===== src/rtl/fault_resp_pkg.sv =====
// Purpose: shared constants and types of the fault-response controller
// Assumes: 20 MHz mclk; command codes double as register addresses
// Notes:   time units are given in microseconds, cycle counts derive from them
package fault_resp_pkg;

  // command codes
  localparam logic [7:0] CMD_UC_RESP  = 8'h4c;
  localparam logic [7:0] CMD_OT_LIMIT = 8'h4f;
  localparam logic [7:0] CMD_OT_RESP  = 8'h50;
  localparam logic [7:0] CMD_OT_WARN  = 8'h51;

  // response byte layout
  localparam int MODE_HI  = 7;
  localparam int MODE_LO  = 6;
  localparam int RETRY_HI = 5;
  localparam int RETRY_LO = 3;
  localparam int DELAY_HI = 2;
  localparam int DELAY_LO = 0;

  // reset values
  localparam logic [7:0]  UC_RESP_RST  = 8'h00;
  localparam logic [7:0]  OT_RESP_RST  = 8'h00;
  localparam logic [15:0] OT_LIMIT_RST = 16'h7fff;
  localparam logic [15:0] OT_WARN_RST  = 16'h7fff;

  // timing
  localparam int CLK_HZ          = 20_000_000;
  localparam int UC_DELAY_UNIT_US = 10_000;
  localparam int UC_RETRY_UNIT_US = 8_200;
  localparam int OT_BASE_UNIT_US  = 1_000;
  localparam int UC_DELAY_CYCLES = UC_DELAY_UNIT_US * (CLK_HZ / 1_000_000);
  localparam int UC_RETRY_CYCLES = UC_RETRY_UNIT_US * (CLK_HZ / 1_000_000);
  localparam int OT_BASE_CYCLES  = OT_BASE_UNIT_US * (CLK_HZ / 1_000_000);

  // fault indices
  localparam int FAULT_UC = 0;
  localparam int FAULT_OT = 1;
  localparam int NFAULT   = 2;

  typedef enum logic [1:0] {
    MODE_IGNORE        = 2'b00,
    MODE_DELAY         = 2'b01,
    MODE_DISABLE_RETRY = 2'b10,
    MODE_RESUME_OK     = 2'b11
  } resp_mode_t;

  typedef enum logic [2:0] {
    ST_RUN        = 3'b000,
    ST_DELAY      = 3'b001,
    ST_RETRY_WAIT = 3'b010,
    ST_HOLD       = 3'b011,
    ST_LATCHED    = 3'b100
  } fstate_t;

endpackage


===== src/rtl/fault_response_controller.sv =====
// Purpose: fault-response logic for output undercurrent and over temperature
// Assumes: temp_reading and ot_time_unit_ms come from logic on mclk
// Notes:   uc_fault_pin is asynchronous and is synchronised here
//          reads answer one edge after the strobe and hold until the next read
// How it works
// - response code 00 leaves the output running untouched after the fault.
// - code 01 keeps running for the delay, then applies the retry setting if the fault stays.
// - code 10 disables the output at once, then follows the retry setting.
// - code 11 keeps the output off while the fault lasts and re-enables it when it goes.
// - in every mode a fault pulls the alert line low and sets its sticky status bit.
// - the undercurrent response acts like the standard ones but sets its own status bit.
// - retry setting 000 means no restart; the output stays off until faults are cleared.
// - a nonzero undercurrent retry setting gives the number of restart attempts.
// - the undercurrent delay field counts 10 ms units directly.
// - the undercurrent wait between restarts is the delay field times 8.2 ms.
// - the over-temperature delay field n selects 2 to the n units, 1 up to 128.
// - the over-temperature unit comes from a separate unit register, not a constant.
// - a host-written 16-bit over-temperature fault threshold triggers that fault.
// - a separate host-written 16-bit warning threshold flags temperature early.
// - the over-temperature response byte has the same three-field layout.
`timescale 1ns/1ps
module fault_response_controller
  import fault_resp_pkg::*;
#(
  parameter int UC_DELAY_CYC = UC_DELAY_CYCLES,
  parameter int UC_RETRY_CYC = UC_RETRY_CYCLES,
  parameter int OT_BASE_CYC  = OT_BASE_CYCLES
) (
  input  wire logic        mclk,
  input  wire logic        rst_b,
  input  wire logic [7:0]  reg_cmd,
  input  wire logic        reg_wr,
  input  wire logic        reg_rd,
  input  wire logic [15:0] reg_wdata,
  output logic      [15:0] reg_rdata,
  input  wire logic        uc_fault_pin,
  input  wire logic [15:0] temp_reading,
  input  wire logic [7:0]  ot_time_unit_ms,
  input  wire logic        clear_faults,
  output logic             output_enable,
  output logic             alert_line_n_o,
  output logic             alert_line_n_oe,
  output logic             status_uc_fault,
  output logic             status_ot_fault,
  output logic             status_ot_warn
);

  typedef struct packed {
    logic [1:0]                 sync;
    logic [7:0]                 uc_resp;
    logic [7:0]                 ot_resp;
    logic [15:0]                ot_limit;
    logic [15:0]                ot_warn;
    logic [15:0]                rdata;
    fstate_t [NFAULT-1:0]       st;
    logic [NFAULT-1:0][23:0]    pre;
    logic [NFAULT-1:0][7:0]     units;
    logic [NFAULT-1:0][2:0]     tries;
    logic [NFAULT-1:0]          stat;
    logic                       warn;
    logic                       out_en;
  } ctl_t;

  ctl_t r;
  ctl_t next_r;

  // field pickers of a response byte
  function automatic resp_mode_t mode_of(input logic [7:0] b);
    return resp_mode_t'(b[MODE_HI:MODE_LO]);
  endfunction

  function automatic logic [2:0] retry_of(input logic [7:0] b);
    return b[RETRY_HI:RETRY_LO];
  endfunction

  function automatic logic [2:0] delay_of(input logic [7:0] b);
    return b[DELAY_HI:DELAY_LO];
  endfunction

  // one-hot select of the four commands; unknown codes select nothing
  function automatic logic [3:0] cmd_sel(input logic [7:0] c);
    logic [3:0] s;
    s = 4'h0;
    case (c)
      CMD_UC_RESP:  s = 4'h1;
      CMD_OT_LIMIT: s = 4'h2;
      CMD_OT_RESP:  s = 4'h4;
      CMD_OT_WARN:  s = 4'h8;
      default:      s = 4'h0;
    endcase
    return s;
  endfunction

  // response bytes sit in the low half, unknown codes read zero
  function automatic logic [15:0] read_word(input logic [3:0] s, input ctl_t c);
    logic [15:0] w;
    w = 16'h0000;
    if (s[0]) begin
      w = {8'h00, c.uc_resp};
    end
    if (s[1]) begin
      w = c.ot_limit;
    end
    if (s[2]) begin
      w = {8'h00, c.ot_resp};
    end
    if (s[3]) begin
      w = c.ot_warn;
    end
    return w;
  endfunction

  // the delay state still regulates, every other non-run state does not
  function automatic logic holds_off(input fstate_t s);
    return (s != ST_RUN) && (s != ST_DELAY);
  endfunction

  logic [NFAULT-1:0]       fault;
  logic [NFAULT-1:0][7:0]  resp;
  logic [NFAULT-1:0][7:0]  load_units;
  logic [NFAULT-1:0][23:0] dly_cyc;
  logic [NFAULT-1:0][23:0] rty_cyc;
  logic [NFAULT-1:0][23:0] unit_cyc;
  logic [23:0]             ot_unit;
  logic [23:0]             unit_ms;
  logic [3:0]              wsel;
  logic [NFAULT-1:0]       expired;

  assign fault[FAULT_UC] = r.sync[1];
  assign fault[FAULT_OT] = temp_reading > r.ot_limit;
  assign resp[FAULT_UC]  = r.uc_resp;
  assign resp[FAULT_OT]  = r.ot_resp;

  assign load_units[FAULT_UC] = {5'h00, delay_of(r.uc_resp)};
  assign load_units[FAULT_OT] = 8'(9'h001 << delay_of(r.ot_resp));

  // a zero unit register would end each unit after one cycle, so it counts as one base unit
  assign unit_ms = (ot_time_unit_ms == 8'h00) ? 24'h000001 : {16'h0000, ot_time_unit_ms};
  assign ot_unit = 24'(OT_BASE_CYC) * unit_ms;

  // a write to an unknown code selects nothing and is dropped
  assign wsel = reg_wr ? cmd_sel(reg_cmd) : 4'h0;
  assign dly_cyc[FAULT_UC] = 24'(UC_DELAY_CYC);
  assign rty_cyc[FAULT_UC] = 24'(UC_RETRY_CYC);
  assign dly_cyc[FAULT_OT] = ot_unit;
  assign rty_cyc[FAULT_OT] = ot_unit;

  genvar g;
  generate
    for (g = 0; g < NFAULT; g++) begin : g_unit
      assign unit_cyc[g] = (r.st[g] == ST_DELAY) ? dly_cyc[g] : rty_cyc[g];
      assign expired[g]  = (r.units[g] == 8'h00);
    end
  endgenerate

  always_comb begin
    next_r = r;
    // first stage is read only by the second
    next_r.sync = {r.sync[0], uc_fault_pin};

    if (wsel[0]) begin
      next_r.uc_resp = reg_wdata[7:0];
    end
    if (wsel[1]) begin
      next_r.ot_limit = reg_wdata;
    end
    if (wsel[2]) begin
      next_r.ot_resp = reg_wdata[7:0];
    end
    if (wsel[3]) begin
      next_r.ot_warn = reg_wdata;
    end

    // read data is registered and held until the next read
    if (reg_rd) begin
      next_r.rdata = read_word(cmd_sel(reg_cmd), r);
    end

    // set wins over clear
    next_r.warn = (temp_reading > r.ot_warn) | (r.warn & ~clear_faults);

    for (int i = 0; i < NFAULT; i++) begin
      // each fault keeps its own bit
      next_r.stat[i] = fault[i] | (r.stat[i] & ~clear_faults);

      // prescaler counts one unit, then the unit count steps down
      if (r.units[i] != 8'h00) begin
        if (r.pre[i] + 24'h000001 >= unit_cyc[i]) begin
          next_r.pre[i]   = 24'h000000;
          next_r.units[i] = r.units[i] - 8'h01;
        end else begin
          next_r.pre[i] = r.pre[i] + 24'h000001;
        end
      end

      case (r.st[i])
        // regulating, waiting for a fault
        ST_RUN: begin
          if (fault[i]) begin
            case (mode_of(resp[i]))
              MODE_DELAY: begin
                next_r.st[i]    = ST_DELAY;
                next_r.units[i] = load_units[i];
                next_r.pre[i]   = 24'h000000;
              end
              MODE_DISABLE_RETRY: begin
                if (retry_of(resp[i]) == 3'b000) begin
                  next_r.st[i] = ST_LATCHED;
                end else begin
                  next_r.st[i]    = ST_RETRY_WAIT;
                  next_r.tries[i] = retry_of(resp[i]);
                  next_r.units[i] = load_units[i];
                  next_r.pre[i]   = 24'h000000;
                end
              end
              MODE_RESUME_OK: next_r.st[i] = ST_HOLD;
              default: ;
            endcase
          end
        end

        // still regulating; an undercurrent delay field of 0 expires at once
        ST_DELAY: begin
          if (expired[i]) begin
            if (!fault[i]) begin
              next_r.st[i] = ST_RUN;
            end else if (retry_of(resp[i]) == 3'b000) begin
              next_r.st[i] = ST_LATCHED;
            end else begin
              next_r.st[i]    = ST_RETRY_WAIT;
              next_r.tries[i] = retry_of(resp[i]);
              next_r.units[i] = load_units[i];
              next_r.pre[i]   = 24'h000000;
            end
          end
        end

        ST_RETRY_WAIT: begin
          // each expiry is one restart attempt, judged on the fault level then
          if (expired[i]) begin
            if (!fault[i]) begin
              next_r.st[i] = ST_RUN;
            end else if (r.tries[i] > 3'b001) begin
              next_r.tries[i] = r.tries[i] - 3'b001;
              next_r.units[i] = load_units[i];
              next_r.pre[i]   = 24'h000000;
            end else begin
              next_r.st[i] = ST_LATCHED;
            end
          end
        end

        // output off until the fault goes
        ST_HOLD: begin
          if (!fault[i]) begin
            next_r.st[i] = ST_RUN;
          end
        end

        // only a clear brings it back
        ST_LATCHED: begin
          if (clear_faults) begin
            next_r.st[i] = ST_RUN;
          end
        end
        // unused codes fall back to run
        default: next_r.st[i] = ST_RUN;
      endcase
    end

    // warning never touches the output
    next_r.out_en = 1'b1;
    for (int i = 0; i < NFAULT; i++) begin
      if (holds_off(next_r.st[i])) begin
        next_r.out_en = 1'b0;
      end
    end
  end

  always_ff @(posedge mclk or negedge rst_b) begin
    if (!rst_b) begin
      r          <= '0;
      r.uc_resp  <= UC_RESP_RST;
      r.ot_resp  <= OT_RESP_RST;
      r.ot_limit <= OT_LIMIT_RST;
      r.ot_warn  <= OT_WARN_RST;
      for (int i = 0; i < NFAULT; i++) begin
        r.st[i] <= ST_RUN;
      end
      r.out_en   <= 1'b1;
    end else begin
      r <= next_r;
    end
  end

  assign reg_rdata       = r.rdata;
  assign output_enable   = r.out_en;
  assign status_uc_fault = r.stat[FAULT_UC];
  assign status_ot_fault = r.stat[FAULT_OT];
  assign status_ot_warn  = r.warn;
  // open drain: only ever pulls low
  assign alert_line_n_o  = 1'b0;
  assign alert_line_n_oe = (|r.stat) | r.warn;

endmodule


===== config.mk =====
export PLATFORM = sky130hd
export DESIGN_NAME = fault_response_controller
export DESIGN_NICKNAME = d
export VERILOG_FILES = /design/src/rtl/fault_resp_pkg.sv /design/src/rtl/fault_response_controller.sv
export SDC_FILE = /design/constraint.sdc
export NUM_CORES = 1
export LEC_CHECK = 0
export ABC_AREA = 1
export BUFFER_PORTS_ARGS = -buffer_cell sky130_fd_sc_hd__buf_2
export CAP_MARGIN = 20
export CORE_MARGIN = 5
export CORE_UTILIZATION = 51
export CTS_CLUSTER_DIAMETER = 100
export CTS_CLUSTER_SIZE = 20
export DETAILED_ROUTE_END_ITERATION = 12
export PLACE_DENSITY = 0.69
export SYNTH_ARGS = -nofsm -noshare
export SYNTH_HDL_FRONTEND = slang
export SYNTH_SLANG_ARGS = --single-unit
export TNS_END_PERCENT = 100

===== constraint.sdc =====
create_clock -name mclk -period 9 [get_ports mclk]
set_input_delay 1.35 -clock mclk [delete_from_list [all_inputs] [get_ports mclk]]
set_output_delay 1.35 -clock mclk [all_outputs]
set_load 0.05 [all_outputs]

# Yosys cells after proc, flatten, opt, wreduce, memory -nomap -nowiden
# Cells that the tools add are included.
# op_classes
n_bitwise,8
order_cmp,6
eq_ne,34
add_sub_neg,6
mul,1
n_reduce_logical,18
n_mux,95
n_shift,1
# ops
operator,n
$mux 24,18
$mux 8,20
$pmux 24 s3,2
$mux 3,34
$pmux 24 s2,2
$add 24x1->24 const B,2
$mux 16,3
$pmux 8 s3,2
$pmux 3 s3,4
$eq 8x7->1 const B,4
$gt 16x16->1,2
$pmux 8 s2,2
$pmux 3 s5,2
$ge 24x18->1,1
$ge 24x23->1,1
$logic_not 8->1,3
$ne 2x2->1 const B,12
$mul 10x8->18 const A,1
$mux 17,1
$pmux 4 s4,1
$reduce_and 8->1,2
$reduce_bool 8->1,2
$sub 8x1->8 const B,2
$eq 3x2->1 const B,4
other kinds (18),42
# totals
ff_bits,146
out_inout_bits,22
word_cells,186
in_bits,54

# Depth between registers and ports, before layout
# depth
depth_word,10
depth_mapped,33
mapped_depth_nobuf,33

# Worst setup path after synthesis
# OpenSTA, ideal clock, no wires.
# synth_path
path_type,input-to-reg
start,in ot_time_unit_ms[6]
end,reg r[64] (netlist name)
t_required_ns,8.923
path_slack_ns,2.791
path_buffers,1
t_arrival_ns,6.132
setup_time_ns,0.077
cell_stages,30
path_cell_list,inv_1 > ha_1 > nand4_1 > nand2_1 > xor2_1 > inv_1 > ha_1 > or2_2 > ha_1 > ha_1 > ha_1 > ha_1 > a21oi_1 > o21ai_0 > a21oi_1 > inv_1 > a21oi_1 > o21ai_0 > xor2_1 > ha_1 > nand2_1 > o21ai_0 > o21ai_0 > a21oi_1 > a211oi_1 > nand3_1 > nand2_1 > nand2_1 > buf_4 > a21oi_1
# synth_lines
item,line,rtl
start: declaration,fault_response_controller.sv:38,"input wire logic [7:0] ot_time_unit_ms,"
end signal: assignment,fault_response_controller.sv:292,r <= next_r;
end: declaration,fault_response_controller.sv:64,ctl_t r;

==> impl_summary.txt <==
----------------------------------------------------
[Logic synthesis]
  Top cells by area, synth ... dfrtp_1 (26%), ha_1 (13%), nand2_1 (11%)
  Number of enable flip-flop cells after synthesis ... 0
  Syn Std Cell Area ... 11080 µm²
  Area leader, netlist ... dfrtp_1
  Synth Net Count ... 1643
  Sequential element share of the synthesized area ... 33.34%
  Register bit total from synthesis ... 146
  Asr flop ratio synth ... 100.0%
  Unique cell type count in the Yosys netlist ... 57
  Share of the synthesized area in the top cell type ... 25.98%
  Count of synthesis-stage warnings from yosys ... 0
  Gate count after technology mapping ... 1463
  Prevailing post-synth register cell ... dfrtp_1
  Mean post-synth cell area ... 7.570 µm²

[Routing]
  DRT antenna net count ... 0
  Starting DRC count in detailed routing ... 599
  Number of vias in the routed layout ... 9489
  First-pass DRT Iterations ... 5
  Post-detailed-route wirelength per cell ... 14.16 µm
  Post-DR vias/cell ... 5.254
  Total length of routed wires ... 25.58 mm
  Remaining DRCs ... 0

[Floorplanning]
  Die Height ... 157.4 µm
  Effective utilization at floorplan ... 51.23%
  Floorplan row count ... 54
  Die area ... 24760 µm²
  Core region area ... 21620 µm²
  Top-level I/O count ... 76
  DIE WIDTH ... 157.4 µm

[GRT]
  Wire length of the first global-routing pass ... 42.95 mm
  Remaining global-route overflow ... 0
  Initial antenna violation count ... 0
  Via count of the first global-routing pass ... 9176
  Largest net degree at the start of global routing ... 83
  Total routing usage reported by global routing ... 21.09%

[Finish]
  Layout Nets ... 1693
  Growth of design area from synthesis to finish ... 9.941%
  Most common cell after layout, fill and taps aside ... nand2_1
  Total inserted antenna cells ... 0
  Fill cells ... 2081
  Fraction of layout cells with a size suffix above 1 ... 12.19%
  Area used by multi-input combinational logic ... 6257 µm²
  Commonest cells after routing, fill and taps aside ... nand2_1 (334), inv_1 (230), o21ai_0 (115), ha_1 (115), dfrtp_1 (115)
  FF+latch area ... 3692 µm²

[STA]
  Final number of setup-violating endpoints ... 0
  Worst max-slew margin expressed relative to the limit ... 34.80%
  Final worst-path cycle share ... 77.87%
  Unrepaired setup endpoints after global routing ... false
  Fin. max-slew vios ... 0
  Worst Max-Slew Pin Slew ... 0.9756 ns
  Setup TNS ... 0 ns
  Setup slack of the critical path after layout ... 1.992 ns
  Achievable clock frequency ... 142.7 MHz
  Final Skew ... 0.01731 ns
  Final hold viol count ... 0
  Min Tclk post-route ... 7.008 ns

[Placed design]
  Hpwl dp ... 19.33 mm
  Weighted congestion at the end of routability-driven global placement ... 0.8833
  Worst slack at placement ... 1.546 ns
  Number of input and output port buffers inserted ... 74

[Worst setup path]
  Data required time of the worst path ... 9.32 ns
  Startpoint Class ... input pin
  Crit path kind ... input pin to flop
  Critical Path AT ... 7.33 ns
  Critical path's largest stage delay ... 0.46 ns
  Critical Path Sink Type ... flop
  Most Frequent Cell on Critical Path ... ha_1
  Largest driver fanout on the critical path ... 23
  Library cell contributing the largest single delay on the critical path ... nand2_1

[Clock tree]
  Worst skew pair latency ... 0.43 ns
  Post-CTS Setup Inserts ... 0
  Root buffer selected by CTS ... clkbuf_16
  Clock transition at the registers of the reported paths ... 0.06 ns
  Total clock buffers created by CTS ... 17
  CTS tree ... done
  Number of buffers added to fix hold violations after cts ... 0
  Post-cts repair resize count ... 0
  Clock tree buffer depth ... 2
  H-tree level count ... 4
  Clock tree sinks ... 146

[Pwr]
  Leakage component of the power ... 6.043 nW
  Sequential power share ... 33.8%
  Internal power component ... 0.001439 W
  Max VDD drop ... 0.0001812 V
  Clock network power share ... 29.6%
  Power density cells ... 198.0 nW/µm²
  Net switching component of the power ... 0.0009717 W
  Net Sw Frac ... 40.31%
  Part of the total power dissipated in combinational logic ... 36.6%

[Hold path]
  Hold crit path type ... flop to flop

[Outcome]
  Result of the run ... finished, final reports clean

[Run]
  Number of max-cap violations ... 0

----------------------------------------------------
cells by family after synthesis:
| family | Yosys count | synth area share (%) |
|---|---|---|
| simple gates | 603 | 23.92 |
| buf+inv | 278 | 10.17 |
| compound gates | 253 | 12.95 |
| flops | 146 | 33.34 |
| fa+ha+maj | 126 | 14.98 |
| xor+xnor | 47 | 3.717 |
| mux | 9 | 0.9038 |
| other cells | 1 | 0.03386 |
power by group through the flow:
| stage | logic, W | clock network (W) | registers, W |
|---|---|---|---|
| after global routing | 0.00102 | 0.000761 | 0.000826 |
| after detailed placement | 0.000880 | 0 | 0.000825 |
| final | 0.000882 | 0.000713 | 0.000816 |
| after global placement | 0.000856 | 0 | 0.000823 |
| after floorplan | 0.000692 | 0 | 0.000815 |
| after CTS | 0.000889 | 0.000730 | 0.000815 |
synth_stat cells (2+ instances only):
cell type / n
nand2_1: 334
inv_1: 230
dfrtp_1: 115
ha_1: 115
o21ai_0: 115
nor2_1: 105
a21oi_1: 80
nand3_1: 72
dfstp_2: 31
xor2_1: 30
nor3_1: 24
clkbuf_1: 23
nand4_1: 21
buf_4: 19
xnor2_1: 17
fa_1: 11
o21a_1: 10
o221ai_1: 10
or2_2: 10
mux2_2: 8
o211ai_1: 8
nor2_4: 7
o2111ai_1: 5
a211oi_1: 4
nand2_2: 4
o21bai_1: 4
o22ai_1: 4
nand2_4: 3
nand3b_1: 3
nor2_2: 3
nor3_2: 3
nor4_1: 3
o21ai_1: 3
a21boi_0: 2
and2_1: 2
buf_2: 2
nand3_2: 2
o32ai_1: 2
stage by stage:
step / cells / hold slack, ns / util [%] / instance area, µm² / total power, W
4_1_cts: 1806 / 0.3635 / 56.32 / 12180 / 0.002433
3_5_place_dp: 1774 / 0.3364 / 53.52 / 11570 / 0.001705
5_1_grt: 1806 / 0.3664 / 56.32 / 12180 / 0.002603
6_report: 1806 / 0.3591 / 56.32 / 12180 / 0.002410
3_3_place_gp: 1774 / 0.3342 / 53.52 / 11570 / 0.001679
2_1_floorplan: 1463 / 0.3312 / - / 11080 / 0.001507
layout make-up:
class / count / share of cell area (%)
Timing Repair Buffer: 77 / 3.278
Multi-Input combinational cell: 1039 / 51.39
Sequential cell: 146 / 30.32
Clock buffer: 19 / 3.905
Tap cell: 280 / 2.877
Clock inverter: 13 / 1.069
Inverter: 232 / 7.162
state kept, by name, indices dropped and copies added (netlist names):
signal and count:
output_enable 1, reg_rdata 16, fault 1, next_r 1, status_uc_fault 1, status_ot_warn 1, r 121, load_units 3
status_ot_fault 1
final timing paths:
| kind | end | slack (ns) | cells past startpoint | from |
|---|---|---|---|---|
| setup / recovery | r[64] | 1.99 | 30 | ot_time_unit_ms[6] |
| hold / removal | fault[0] | 0.36 | 0 | next_r[145] |
| setup reg to reg | r[64] | 4.75 | 18 | r[50] |
| hold reg to reg | fault[0] | 0.36 | 0 | next_r[145] |
| max in group asynchronous | r[20] | 6.68 | 2 | rst_b |
| min in group asynchronous | r[32] | 0.98 | 1 | rst_b |
layer usage:
metal | share of wire (%) | GRT usage (%) | vias to the layer above | routed length [µm]
li1 | - | - | 4841 | -
met1 | 47 | 28.24 | 4398 | 12030
met2 | 47 | 35.88 | 217 | 12140
met3 | 4.0 | 2.997 | 33 | 1023
met4 | 1.5 | 5.735 | 0 | 384
met5 | 0 | 0 | - | 0
worst max-delay path, delay by kind of cell:
kind,cells,cell delay (ns)
AO/OA/AOI/OAI,9,1.74
XOR/XNOR,2,0.33
adder cells (fa/ha/maj),7,1.81
buffers and inverters,4,0.38
AND/OR/NAND/NOR,8,1.71
No activity file was read; power rests on OpenSTA's default activity.
